**src/gpq_pkg.sv**
```systemverilog
// Package with register map, field layout and reset values for the pin port
package gpq_pkg;
  localparam int GPQ_NUM_PINS = 35;
  localparam int GPQ_PORT_B_PINS = 3;
  localparam int GPQ_PWM_PINS = 12;
  localparam int GPQ_ADDR_W = 16;
  // Printed word offsets, also used as indices; byte address is twice these
  localparam logic [15:0] GPQ_PORT_A_PIN_LEVEL     = 16'h6FC0;
  localparam logic [15:0] GPQ_PORT_A_LATCH_RAISE   = 16'h6FC2;
  localparam logic [15:0] GPQ_PORT_A_LATCH_LOWER   = 16'h6FC4;
  localparam logic [15:0] GPQ_PORT_A_LATCH_INVERT  = 16'h6FC6;
  localparam logic [15:0] GPQ_PORT_B_PIN_LEVEL     = 16'h6FC8;
  localparam logic [15:0] GPQ_PORT_B_LATCH_RAISE   = 16'h6FCA;
  localparam logic [15:0] GPQ_PORT_B_LATCH_LOWER   = 16'h6FCC;
  localparam logic [15:0] GPQ_PORT_B_LATCH_INVERT  = 16'h6FCE;
  localparam logic [15:0] GPQ_PORT_A_SAMPLE_PERIOD = 16'h6F80;
  localparam logic [15:0] GPQ_PORT_A_LOW_QUAL      = 16'h6F82;
  localparam logic [15:0] GPQ_PORT_A_HIGH_QUAL     = 16'h6F84;
  localparam logic [15:0] GPQ_PORT_A_LOW_FUNC      = 16'h6F86;
  localparam logic [15:0] GPQ_PORT_A_HIGH_FUNC     = 16'h6F88;
  localparam logic [15:0] GPQ_PORT_A_DIRECTION     = 16'h6F8A;
  localparam logic [15:0] GPQ_PORT_A_PULLUP_OFF    = 16'h6F8C;
  localparam logic [15:0] GPQ_PORT_B_SAMPLE_PERIOD = 16'h6F90;
  localparam logic [15:0] GPQ_PORT_B_QUAL          = 16'h6F92;
  localparam logic [15:0] GPQ_PORT_B_FUNC          = 16'h6F96;
  localparam logic [15:0] GPQ_PORT_B_DIRECTION     = 16'h6F9A;
  localparam logic [15:0] GPQ_PORT_B_PULLUP_OFF    = 16'h6F9C;
  localparam logic [15:0] GPQ_EXT_IRQ_ONE_SOURCE   = 16'h6FE0;
  localparam logic [15:0] GPQ_EXT_IRQ_TWO_SOURCE   = 16'h6FE1;
  localparam logic [15:0] GPQ_EXT_NMI_SOURCE       = 16'h6FE2;
  localparam logic [15:0] GPQ_WAKE_SOURCE_SELECT   = 16'h6FE8;
  // Reset values
  localparam logic [34:0] GPQ_PULLUP_OFF_RESET = 35'h0_0000_0FFF;
  localparam logic [69:0] GPQ_QUAL_RESET       = 70'h0;
  localparam logic [69:0] GPQ_FUNC_RESET       = 70'h0;
  localparam logic [34:0] GPQ_DIR_RESET        = 35'h0;
  localparam logic [34:0] GPQ_LATCH_RESET      = 35'h0;
  localparam logic [4:0]  GPQ_SRC_RESET        = 5'h00;
  // Qualifier codes, two bits per pin
  localparam logic [1:0] GPQ_QUAL_SYNC  = 2'h0;
  localparam logic [1:0] GPQ_QUAL_THREE = 2'h1;
  localparam logic [1:0] GPQ_QUAL_SIX   = 2'h2;
  localparam logic [1:0] GPQ_QUAL_ASYNC = 2'h3;
  localparam logic [1:0] GPQ_FUNC_GPIO  = 2'h0;
  localparam int GPQ_SAMPLES_THREE = 3;
  localparam int GPQ_SAMPLES_SIX   = 6;
  localparam int GPQ_GROUP_PINS    = 8;
  localparam int GPQ_PERIOD_W      = 8;
  localparam int GPQ_NUM_GROUPS    = 5;
endpackage

```
**src/gpq_port.sv**
```systemverilog
// Contract
// - 35 pins, GPIO or three peripheral functions
// - Pullups off on twelve PWM pins
// - Other pullups on until disabled
// - Inputs reset to synchronize-only qualification
// - All pins reset as GPIO inputs
// - Output latches reset to zero
// - Per-pin wake source selection for sleep; the code has a 32-bit select, Port A pins only
// - Port A pin selectable per external interrupt
// - Data read returns qualified pin level
// - Data write loads latch; drive if output
// - Latch kept and driven once output
// - Raise reads zero, ones set latches
// - Lower reads zero, ones clear latches
// - Invert reads zero, ones flip latches
// - Sync-only or window; peripherals also async
// - Async path bypasses synchroniser entirely
// - GPIO input with async uses sync-only
// - Sync-only adds one synchroniser, no filter
// - Window passes change after 3/6 samples
// - Period one cycle if zero, else 2n
// - One period field per eight pins
//
// Our own choice: the strobed register port.
`timescale 1ns/100ps
module gpq_port
  import gpq_pkg::*;
#(
  parameter int NUM_PINS = GPQ_NUM_PINS
)
(
  input  wire logic                  clock,
  input  wire logic                  reset_n,
  input  wire logic [GPQ_ADDR_W-1:0] addr,
  input  wire logic [31:0]           wdata,
  input  wire logic                  wr_en,
  input  wire logic                  rd_en,
  output logic      [31:0]           rdata,
  input  wire logic [NUM_PINS-1:0]   pin_in,
  output logic      [NUM_PINS-1:0]   pin_out,
  output logic      [NUM_PINS-1:0]   pin_oe,
  output logic      [NUM_PINS-1:0]   pullup_en,
  output logic      [NUM_PINS-1:0]   periph_in,
  input  wire logic [NUM_PINS-1:0]   periph_out,
  input  wire logic [NUM_PINS-1:0]   periph_oe,
  output logic      [69:0]           function_sel,
  output logic      [31:0]           wake_source_select,
  output logic                       ext_irq_one,
  output logic                       ext_irq_two,
  output logic                       ext_nonmaskable_irq
);
  logic [NUM_PINS-1:0] latch_reg;
  logic [NUM_PINS-1:0] latch_next;
  logic [NUM_PINS-1:0] dir_reg;
  logic [NUM_PINS-1:0] pull_off_reg;
  logic [69:0]         qual_reg;
  logic [69:0]         func_reg;
  logic [31:0]         ctl_a_reg;
  logic [31:0]         ctl_b_reg;
  logic [31:0]         wake_reg;
  logic [4:0]          src_one_reg;
  logic [4:0]          src_two_reg;
  logic [4:0]          src_nmi_reg;
  logic [31:0]         rdata_reg;
  logic [NUM_PINS-1:0] level;
  logic [NUM_PINS-1:0] is_gpio;
  logic [NUM_PINS-1:0] wr_mask;
  logic [NUM_PINS-1:0] raise_m;
  logic [NUM_PINS-1:0] lower_m;
  logic [NUM_PINS-1:0] invert_m;
  logic [NUM_PINS-1:0] load_m;
  logic [NUM_PINS-1:0] wr_val;
  logic [GPQ_NUM_GROUPS-1:0] tick;
  logic [GPQ_PERIOD_W-1:0]   period [GPQ_NUM_GROUPS];
  logic [GPQ_PERIOD_W:0]     cnt_reg [GPQ_NUM_GROUPS];
  logic [31:0]         rd_mux;
  logic                wr_a;
  logic                wr_b;

  function automatic logic hit(input logic [GPQ_ADDR_W-1:0] a, input logic [15:0] off);
    hit = (a == off);
  endfunction

  // Widen a port-relative write word into the 35-bit pin vector
  function automatic logic [NUM_PINS-1:0] spread(input logic [31:0] d, input logic port_b);
    logic [63:0] v;
    v = port_b ? {29'h0, d[GPQ_PORT_B_PINS-1:0], 32'h0} : {32'h0, d};
    spread = v[NUM_PINS-1:0];
  endfunction

  // Each group of eight pins shares one period field
  genvar g;
  generate
    for (g = 0; g < GPQ_NUM_GROUPS; g++) begin : grp
      if (g < 4) begin : ga
        assign period[g] = ctl_a_reg[g*8 +: 8];
      end else begin : gb
        assign period[g] = ctl_b_reg[7:0];
      end
      // Zero field ticks every cycle, otherwise every 2n cycles
      always_ff @(posedge clock) begin
        if (!reset_n)
          cnt_reg[g] <= '0;
        else if (tick[g])
          cnt_reg[g] <= '0;
        else
          cnt_reg[g] <= cnt_reg[g] + 9'h001;
      end
      assign tick[g] = (period[g] == 8'h00) ||
                       (cnt_reg[g] >= ({period[g], 1'b0} - 9'h001));
    end
  endgenerate

  genvar p;
  generate
    for (p = 0; p < NUM_PINS; p++) begin : pin
      assign is_gpio[p] = (func_reg[2*p +: 2] == GPQ_FUNC_GPIO);
      gpq_qualifier u_qual (
        .clock       (clock),
        .reset_n     (reset_n),
        .pin_in      (pin_in[p]),
        .sample_tick (tick[p/GPQ_GROUP_PINS]),
        .qual_sel    (qual_reg[2*p +: 2]),
        .is_gpio     (is_gpio[p]),
        .level       (level[p])
      );
      // Latch reaches the pin only as a GPIO output; otherwise peripheral drives
      assign pin_out[p] = is_gpio[p] ? latch_reg[p] : periph_out[p];
      assign pin_oe[p]  = is_gpio[p] ? dir_reg[p] : periph_oe[p];
    end
  endgenerate

  assign periph_in = level;
  assign pullup_en = ~pull_off_reg;
  assign function_sel = func_reg;
  assign wake_source_select = wake_reg;
  assign ext_irq_one = level[src_one_reg];
  assign ext_irq_two = level[src_two_reg];
  assign ext_nonmaskable_irq = level[src_nmi_reg];

  // Write decode; raise/lower/invert never store, they only act on the latch
  assign wr_a     = wr_en && hit(addr, GPQ_PORT_A_PIN_LEVEL);
  assign wr_b     = wr_en && hit(addr, GPQ_PORT_B_PIN_LEVEL);
  assign load_m   = (wr_a ? spread(32'hFFFF_FFFF, 1'b0) : '0) |
                    (wr_b ? spread(32'hFFFF_FFFF, 1'b1) : '0);
  assign wr_val   = spread(wdata, wr_b);
  assign wr_mask  = load_m;
  assign raise_m  = (wr_en && hit(addr, GPQ_PORT_A_LATCH_RAISE)) ? spread(wdata, 1'b0) :
                    (wr_en && hit(addr, GPQ_PORT_B_LATCH_RAISE)) ? spread(wdata, 1'b1) : '0;
  assign lower_m  = (wr_en && hit(addr, GPQ_PORT_A_LATCH_LOWER)) ? spread(wdata, 1'b0) :
                    (wr_en && hit(addr, GPQ_PORT_B_LATCH_LOWER)) ? spread(wdata, 1'b1) : '0;
  assign invert_m = (wr_en && hit(addr, GPQ_PORT_A_LATCH_INVERT)) ? spread(wdata, 1'b0) :
                    (wr_en && hit(addr, GPQ_PORT_B_LATCH_INVERT)) ? spread(wdata, 1'b1) : '0;
  // All selected bits move in one cycle; software sets latch before direction
  assign latch_next = (((latch_reg & ~wr_mask) | (wr_val & wr_mask)) | raise_m) & ~lower_m
                      ^ invert_m;

  always_ff @(posedge clock) begin
    if (!reset_n)
      latch_reg <= GPQ_LATCH_RESET;
    else
      latch_reg <= latch_next;
  end

  always_ff @(posedge clock) begin
    if (!reset_n) begin
      dir_reg      <= GPQ_DIR_RESET;
      func_reg     <= GPQ_FUNC_RESET;
      qual_reg     <= GPQ_QUAL_RESET;
      pull_off_reg <= GPQ_PULLUP_OFF_RESET;
      ctl_a_reg    <= 32'h0000_0000;
      ctl_b_reg    <= 32'h0000_0000;
      wake_reg     <= 32'h0000_0000;
      src_one_reg  <= GPQ_SRC_RESET;
      src_two_reg  <= GPQ_SRC_RESET;
      src_nmi_reg  <= GPQ_SRC_RESET;
    end else if (wr_en) begin
      case (addr)
        GPQ_PORT_A_DIRECTION:     dir_reg[31:0]      <= wdata;
        GPQ_PORT_B_DIRECTION:     dir_reg[34:32]     <= wdata[2:0];
        GPQ_PORT_A_PULLUP_OFF:    pull_off_reg[31:0] <= wdata;
        GPQ_PORT_B_PULLUP_OFF:    pull_off_reg[34:32] <= wdata[2:0];
        GPQ_PORT_A_LOW_QUAL:      qual_reg[31:0]     <= wdata;
        GPQ_PORT_A_HIGH_QUAL:     qual_reg[63:32]    <= wdata;
        GPQ_PORT_B_QUAL:          qual_reg[69:64]    <= wdata[5:0];
        GPQ_PORT_A_LOW_FUNC:      func_reg[31:0]     <= wdata;
        GPQ_PORT_A_HIGH_FUNC:     func_reg[63:32]    <= wdata;
        GPQ_PORT_B_FUNC:          func_reg[69:64]    <= wdata[5:0];
        GPQ_PORT_A_SAMPLE_PERIOD: ctl_a_reg          <= wdata;
        GPQ_PORT_B_SAMPLE_PERIOD: ctl_b_reg          <= {24'h000000, wdata[7:0]};
        GPQ_WAKE_SOURCE_SELECT:   wake_reg           <= wdata;
        GPQ_EXT_IRQ_ONE_SOURCE:   src_one_reg        <= wdata[4:0];
        GPQ_EXT_IRQ_TWO_SOURCE:   src_two_reg        <= wdata[4:0];
        GPQ_EXT_NMI_SOURCE:       src_nmi_reg        <= wdata[4:0];
        default: ;
      endcase
    end
  end

  // Read mux; raise/lower/invert and unmapped addresses read zero
  always_comb begin
    case (addr)
      GPQ_PORT_A_PIN_LEVEL:     rd_mux = level[31:0];
      GPQ_PORT_B_PIN_LEVEL:     rd_mux = {29'h0, level[34:32]};
      GPQ_PORT_A_DIRECTION:     rd_mux = dir_reg[31:0];
      GPQ_PORT_B_DIRECTION:     rd_mux = {29'h0, dir_reg[34:32]};
      GPQ_PORT_A_PULLUP_OFF:    rd_mux = pull_off_reg[31:0];
      GPQ_PORT_B_PULLUP_OFF:    rd_mux = {29'h0, pull_off_reg[34:32]};
      GPQ_PORT_A_LOW_QUAL:      rd_mux = qual_reg[31:0];
      GPQ_PORT_A_HIGH_QUAL:     rd_mux = qual_reg[63:32];
      GPQ_PORT_B_QUAL:          rd_mux = {26'h0, qual_reg[69:64]};
      GPQ_PORT_A_LOW_FUNC:      rd_mux = func_reg[31:0];
      GPQ_PORT_A_HIGH_FUNC:     rd_mux = func_reg[63:32];
      GPQ_PORT_B_FUNC:          rd_mux = {26'h0, func_reg[69:64]};
      GPQ_PORT_A_SAMPLE_PERIOD: rd_mux = ctl_a_reg;
      GPQ_PORT_B_SAMPLE_PERIOD: rd_mux = ctl_b_reg;
      GPQ_WAKE_SOURCE_SELECT:   rd_mux = wake_reg;
      GPQ_EXT_IRQ_ONE_SOURCE:   rd_mux = {27'h0, src_one_reg};
      GPQ_EXT_IRQ_TWO_SOURCE:   rd_mux = {27'h0, src_two_reg};
      GPQ_EXT_NMI_SOURCE:       rd_mux = {27'h0, src_nmi_reg};
      default:                  rd_mux = 32'h0000_0000;
    endcase
  end

  always_ff @(posedge clock) begin
    if (!reset_n)
      rdata_reg <= 32'h0000_0000;
    else if (rd_en)
      rdata_reg <= rd_mux;
    else
      rdata_reg <= 32'h0000_0000;
  end

  assign rdata = rdata_reg;
endmodule

```
**src/gpq_qualifier.sv**
```systemverilog
// One pin input qualifier: synchroniser, sample filter and async bypass
`timescale 1ns/100ps
module gpq_qualifier
  import gpq_pkg::*;
(
  input  wire logic       clock,
  input  wire logic       reset_n,
  input  wire logic       pin_in,
  input  wire logic       sample_tick,
  input  wire logic [1:0] qual_sel,
  input  wire logic       is_gpio,
  output logic            level
);
  logic       sync1_reg;
  logic       sync2_reg;
  logic [5:0] hist_reg;
  logic       filt_reg;
  logic       six_mode;
  logic       all_hi;
  logic       all_lo;
  logic       use_async;

  assign six_mode  = (qual_sel == GPQ_QUAL_SIX);
  assign all_hi    = six_mode ? (&hist_reg) : (&hist_reg[2:0]);
  assign all_lo    = six_mode ? ~(|hist_reg) : ~(|hist_reg[2:0]);
  // GPIO input ignores the async choice and falls back to sync only
  assign use_async = (qual_sel == GPQ_QUAL_ASYNC) && !is_gpio;

  always_ff @(posedge clock) begin
    if (!reset_n) begin
      sync1_reg <= 1'b0;
      sync2_reg <= 1'b0;
    end else begin
      sync1_reg <= pin_in;
      sync2_reg <= sync1_reg;
    end
  end

  always_ff @(posedge clock) begin
    if (!reset_n) begin
      hist_reg <= 6'h00;
      filt_reg <= 1'b0;
    end else if (sample_tick) begin
      hist_reg <= {hist_reg[4:0], sync2_reg};
      if (all_hi)
        filt_reg <= 1'b1;
      else if (all_lo)
        filt_reg <= 1'b0;
    end
  end

  // Async path is combinational so it still works without the clock
  always_comb begin
    if (use_async)
      level = pin_in;
    else if (qual_sel == GPQ_QUAL_THREE || six_mode)
      level = filt_reg;
    else
      level = sync2_reg;
  end
endmodule
```
**config.mk**
```make
export PLATFORM = sky130hd
export DESIGN_NAME = gpq_port
export DESIGN_NICKNAME = d
export VERILOG_FILES = /design/src/gpq_pkg.sv /design/src/gpq_port.sv /design/src/gpq_qualifier.sv
export SDC_FILE = /design/constraint.sdc
export NUM_CORES = 2
export LEC_CHECK = 0
export BUFFER_PORTS_ARGS = -buffer_cell sky130_fd_sc_hd__buf_2
export CAP_MARGIN = 10
export CORE_UTILIZATION = 50
export CTS_BUF_LIST = sky130_fd_sc_hd__clkbuf_8
export DETAILED_ROUTE_END_ITERATION = 7
export PLACE_DENSITY = 0.77
export SLEW_MARGIN = 0
export SYNTH_ARGS = -nofsm -noshare
export SYNTH_HDL_FRONTEND = slang
export SYNTH_SLANG_ARGS = --single-unit
export TNS_END_PERCENT = 20
```
**constraint.sdc**
```tcl
create_clock -name clock -period 8.3 [get_ports clock]
set_clock_uncertainty 0.15 [all_clocks]
set_input_delay 0 -clock clock [delete_from_list [all_inputs] [get_ports clock]]
set_output_delay 0 -clock clock [all_outputs]
set_load 0.01 [all_outputs]
```
Word-level counts from Yosys, hierarchy flattened
Memory sizes are Yosys's and may differ from the RTL's.
Index checks and enable logic that the tools add are counted.
{ "word_totals": {"reg_bits": 679, "ramBits": 45, "output_inout_bits": 277, "word_cells": 1118, "memories": 1} }
{ "memory_table": {"columns": ["memory", "depth", "width", "read_ports", "rd_clocked_by_memory_dff", "write_ports", "line_no", "rtl"], "rows": [
  ["cnt_reg", 5, 9, 5, 0, 5, "gpq_port.sv:75", "logic [GPQ_PERIOD_W:0] cnt_reg [GPQ_NUM_GROUPS];"]
]} }
{ "op_classes": {"n_addsub": 10, "n_lt_le_gt_ge": 8, "n_eq_ne": 129, "mux": 337, "n_bitwise": 90, "reduce_logical": 385} }
{ "ops": {"columns": ["op", "count"], "rows": [
  ["$pmux 32 s18", 1],
  ["$eq 16x15->1 const B", 24],
  ["$mux 1", 314],
  ["$mux 35", 8],
  ["$reduce_and 6->1", 35],
  ["$reduce_or 6->1", 35],
  ["$eq 2x2->1 const B", 70],
  ["$and 35x35->35", 3],
  ["$not 35->35", 3],
  ["$reduce_and 3->1", 35],
  ["$reduce_or 3->1", 35],
  ["$reduce_and 2->1", 52],
  ["$mux 9", 10],
  ["$eq 2x1->1 const B", 35],
  ["$logic_not 2->1", 35],
  ["$not 1->1", 70],
  ["$or 35x35->35", 2],
  ["$reduce_bool 2->1", 35],
  ["$add 9x1->9 const B", 5],
  ["$ge 9x9->1", 5],
  ["$sub 9x1->9 const B", 5],
  ["$logic_and 1x1->1", 43],
  ["$logic_not 8->1", 5],
  ["$logic_or 1x1->1", 40],
  ["other kinds (7)", 54]
]} }

Depth between registers and ports, before layout
{ "depth": {"word_depth": 10, "ltp_mapped": 15, "depth_no_buf": 13} }

By module
A second synthesis with hierarchy kept.
{ "unflattened": {"hier_cells": 3805, "hier_area_um2": 34966.0} }
{ "by_module_without_submodules": {"columns": ["mod", "instances", "cells_each", "area_each_um2"], "rows": [
  ["gpq_port", 1, 2370, 20470.9],
  ["gpq_qualifier", 35, 41, 414.1]
]} }

Least setup slack after synthesis
Ideal clock, no wire load.
{ "synth_timing": {"kind": "reg-to-reg", "startpoint": "reg ctl_a_reg[18]", "endpoint": "mem cnt_reg[2][1] in the netlist's numbering, data pin", "arrival_ns": 2.687, "required_ns": 8.018, "slack_ns": 5.331, "stages_incl_launch_ff": 11, "n_path_buf": 2, "synth_period_minus_slack_ns": 2.969, "cell_sequence": "dfxtp_1 or4_1 nor4_1 xnor2_1 ha_1 a211oi_1 clkinv_1 a31oi_1 buf_2 buf_2 and3_1"} }
{ "synth_lines": {"columns": ["item", "line_no", "rtl"], "rows": [
  ["start, declared", "gpq_port.sv:58", "logic [31:0] ctl_a_reg;"],
  ["start signal, assigned", "gpq_port.sv:189", "GPQ_PORT_A_SAMPLE_PERIOD: ctl_a_reg <= wdata;"],
  ["end, declared", "gpq_port.sv:75", null]
]} }

Worst setup path after layout
{ "layout_timing": {"startpoint": "reg func_reg[5] (netlist: function_sel[5])", "endpoint": "out ext_irq_one"} }
{ "layout_between": {"elab_chain_cells": 6} }
{ "layout_lines": {"columns": ["item", "line_no", "rtl"], "rows": [
  ["start, declared", "gpq_port.sv:57", "logic [69:0] func_reg;"],
  ["start signal, assigned", "gpq_port.sv:186", "GPQ_PORT_A_LOW_FUNC: func_reg[31:0] <= wdata;"],
  ["$logic_not 2->1", "gpq_port.sv:117", "assign is_gpio[p] = (func_reg[2*p +: 2] == GPQ_FUNC_GPIO);"],
  ["$logic_not 1->1", "gpq_qualifier.sv:27", "assign use_async = (qual_sel == GPQ_QUAL_ASYNC) && !is_gpio;"],
  ["$logic_and 1x1->1", "gpq_qualifier.sv:27", null],
  ["$mux 1", "gpq_qualifier.sv:54", "if (use_async)"],
  ["$bmux 1 s5", "gpq_port.sv:137", "assign ext_irq_one = level[src_one_reg];"],
  ["$mux 1 (implied by the code)", "gpq_port.sv:137", null],
  ["end, declared", "gpq_port.sv:48", "output logic ext_irq_one,"]
]} }
Every way passes these cells. The select of a mux whose other input is x is not followed.

==> flow_summary.json <==
{
  "antenna_found_initial": 7,
  "setup_viol": 0,
  "ctsHoldBuffers": 119,
  "worst-setup-path-type": "reg2out",
  "f_max_mhz": 228.8,
  "global_route.overflow_total": 0,
  "design.die.area_sq_um": 69980,
  "grt.total_usage": 0.3457,
  "instance_count_after_placement_with_tap_cells_included": 5172,
  "critPathMaxFanout": 5,
  "die_w_um": 264.5,
  "grt_setup_unrepaired": "no",
  "final_nets": 4818,
  "final_area_sq_um": 40590,
  "power_frac_comb": 0.047,
  "worstSetupStartpointType": "flip-flop",
  "register_area_sq_um": 14940,
  "initial_core_util": 0.5096,
  "portBuffers": 433,
  "clockBufferDepth": 3,
  "core.rowCount": 95,
  "syn-instance-count": 4106,
  "grt_pass1_wl_um": 185800,
  "holdCritPathClass": "in2reg",
  "tritoncts": "built",
  "yosys_warnings": 0,
  "routedWlPerCell_um": 22.89,
  "clkSinkCount": 724,
  "grt_pass1_vias": 30020,
  "layout-drive-gt1-share": 0.1733,
  "timing_worst_slew_pin_value_ps": 1319,
  "dr.pass1.iters": 8,
  "p_leak_nw": 16.78,
  "fillers": 5655,
  "powerDensity_nw_per_um2": 177.4,
  "cellInternalPower_mw": 5.485,
  "finalHoldViolCount": 0,
  "vias": 33650,
  "synth.lib_cells_used.distinct": 83,
  "yosys.cell_count.top_type": "nand2_1",
  "drv_cap": 0,
  "worstSetupEndpointType": "primary output",
  "antenna_violating_nets_post_route": 0,
  "relative_contribution_of_the_clock_network_to_total_power": 0.457,
  "synth_xor_xnor_area_share": 0.01652,
  "post_cts_resize_count": 0,
  "timing.final.crit_share": 0.5267,
  "async_flop_share": 0,
  "run_status": "complete, but fails checks",
  "floorplan.die.height_um": 264.5,
  "synth.cell_area_sq_um": 34460,
  "signal_arrival_time_at_the_worst_endpoint_ps": 4220,
  "avgSynthCellArea_sq_um": 8.393,
  "finalWeightedCongestion": 0.9866,
  "fin_tns_setup_ps": 0,
  "post-synth-top-area-fraction": 0.3944,
  "timing.slew.headroom": 0.1185,
  "drt_wl_total_um": 126000,
  "p_sw_mw": 1.718,
  "drc_errors": 4,
  "synthAdderAreaFrac": 0.04538,
  "ys_seq_elements": 724,
  "crit_required_ps": 8150,
  "vdd_ir_drop_max_uv": 150.5,
  "failed_checks": "DRC",
  "clockRootBuffer": "clkbuf_8",
  "cts.repair_timing.setup_buffer_count": 0,
  "synth-compound-area-share": 0.1870,
  "yosys-top-cells-count": "nand2_1, dfxtp_1, a21oi_1",
  "power.share.switching": 0.2385,
  "multi_input_gate_area_in_the_final_layout_sq_um": 17910,
  "share_of_synthesized_cell_area_in_and_or_nand_and_nor_gates": 0.2037,
  "maxSlewViolCount": 0,
  "synth-edff-count": 45,
  "power_frac_seq": 0.496,
  "dp.final_hpwl_um": 87250,
  "largest_register_ff_count": 210,
  "yosys-mux-area-fraction": 0.05798,
  "yosys_most_used_dff": "dfxtp_1",
  "htreeDepth": 3,
  "ios": 434,
  "instances_no_fill": 5503,
  "synth_top_cell_by_area": "dfxtp_1",
  "grt_start_max_net_pins": 148,
  "tritoncts.num_buffers": 115,
  "final.min_clock_period_ps": 4371,
  "floorplan.core_area_sq_um": 67630,
  "area_growth_syn_to_layout_pct": 17.79,
  "worst_skew_pair.late_latency_ps": 740,
  "placed_area_sq_um": 36890,
  "via_per_inst": 6.114,
  "post_synth_main_area_contributors": "dfxtp_1, nand2_1, a21oi_1",
  "dr.first_iter.drc_count": 5299,
  "cts_clock_pin_slew_for_the_worst_setup_and_hold_paths_ps": 70,
  "synth_top_family_by_area": "simple AND/OR/NAND/NOR gates",
  "power.total_mw": 7.203,
  "ys_seq_area_frac": 0.4336
}
critical path, cell delays in order, from the launching register on:
cell	delay, ps
dfxtp_1	390
o21ai_0	590
nor2_1	80
a21oi_1	700
mux4_2	400
o41ai_1	70
or3_1	330
a211oi_1	640
buf_2	270
final cells by class:
type / instances / area share
antenna: 3 / 0.0001849
timing repair buffer: 603 / 0.09321
sequential: 724 / 0.3681
clock inverter: 65 / 0.01264
tap: 873 / 0.02691
inverter: 96 / 0.009123
clock buffer: 143 / 0.04848
multi-input combinational: 2996 / 0.4413
per-layer routing:
layer  up-vias  wire (um)  track usage
li1      15250          -            -
met1     15690      49720       0.4714
met2      2271      52520       0.5002
met3       426      16770      0.09401
met4        10       6886       0.1749
met5         -         64            0
power groups by stage:
stage                     clock (mW)  combinational (mW)  sequential, mW
after floorplan                    0               0.167            3.64
after global placement             0               0.277            3.65
after detailed placement           0               0.280            3.65
after CTS                       3.30               0.327            3.57
after global routing            3.46               0.357            3.57
final                           3.29               0.339            3.57
final timing paths:
path | from | to | slack (ps) | depth (start not counted)
worst min-delay path | wdata[12] | function_sel[44] | 40 | 4
worst max register to register | ctl_a_reg[18] | cnt_reg[2][4] | 4480 | 10
worst min register to register | pin[18].u_qual.sync1_reg | pin[18].u_qual.sync2_reg | 280 | 1
worst max-delay path | function_sel[5] | ext_irq_one | 3930 | 8
cell usage in the layout (no fill, tap or decap), types with 16 or more instances in the layout:
cell type,count
mux2i_1,77
o22ai_1,18
nand4_1,16
nand2_1,825
a22oi_1,75
a41oi_1,18
buf_2,432
inv_1,135
a21oi_1,388
dlygate4sd3_1,119
a211o_1,24
o211a_1,31
a31oi_1,26
and2_1,75
buf_4,49
mux2_2,90
xor2_1,42
a221oi_1,18
nor3_1,55
dfxtp_1,679
o21ai_0,222
nand3_1,308
xnor2_1,23
a222oi_1,38
clkbuf_8,143
ha_1,125
conb_1,45
a22o_1,45
nor2_1,172
edfxtp_1,45
o31ai_1,36
o211ai_1,17
per-stage QoR:
stage / hold WS (ps) / setup slack [ps] / util
floorplan: -28.29 / 5331 / -
global placement: 68.81 / 4523 / 0.5454
detailed placement: 72.63 / 4508 / 0.5454
CTS: 1.228 / 4141 / 0.5997
global route: 47.45 / 4044 / 0.6002
finish: 36.18 / 3929 / 0.6002
kinds of logic after synthesis:
logic type,count (synthesis)
adders and majority gates,125
other,1
and+or+nand+nor,1561
DFF,724
AOI/OAI and AO/OA,1022
xor gates and xnor gates,65
buffers and inverters,430
muxes,178
(Power assumes the default switching activity.)
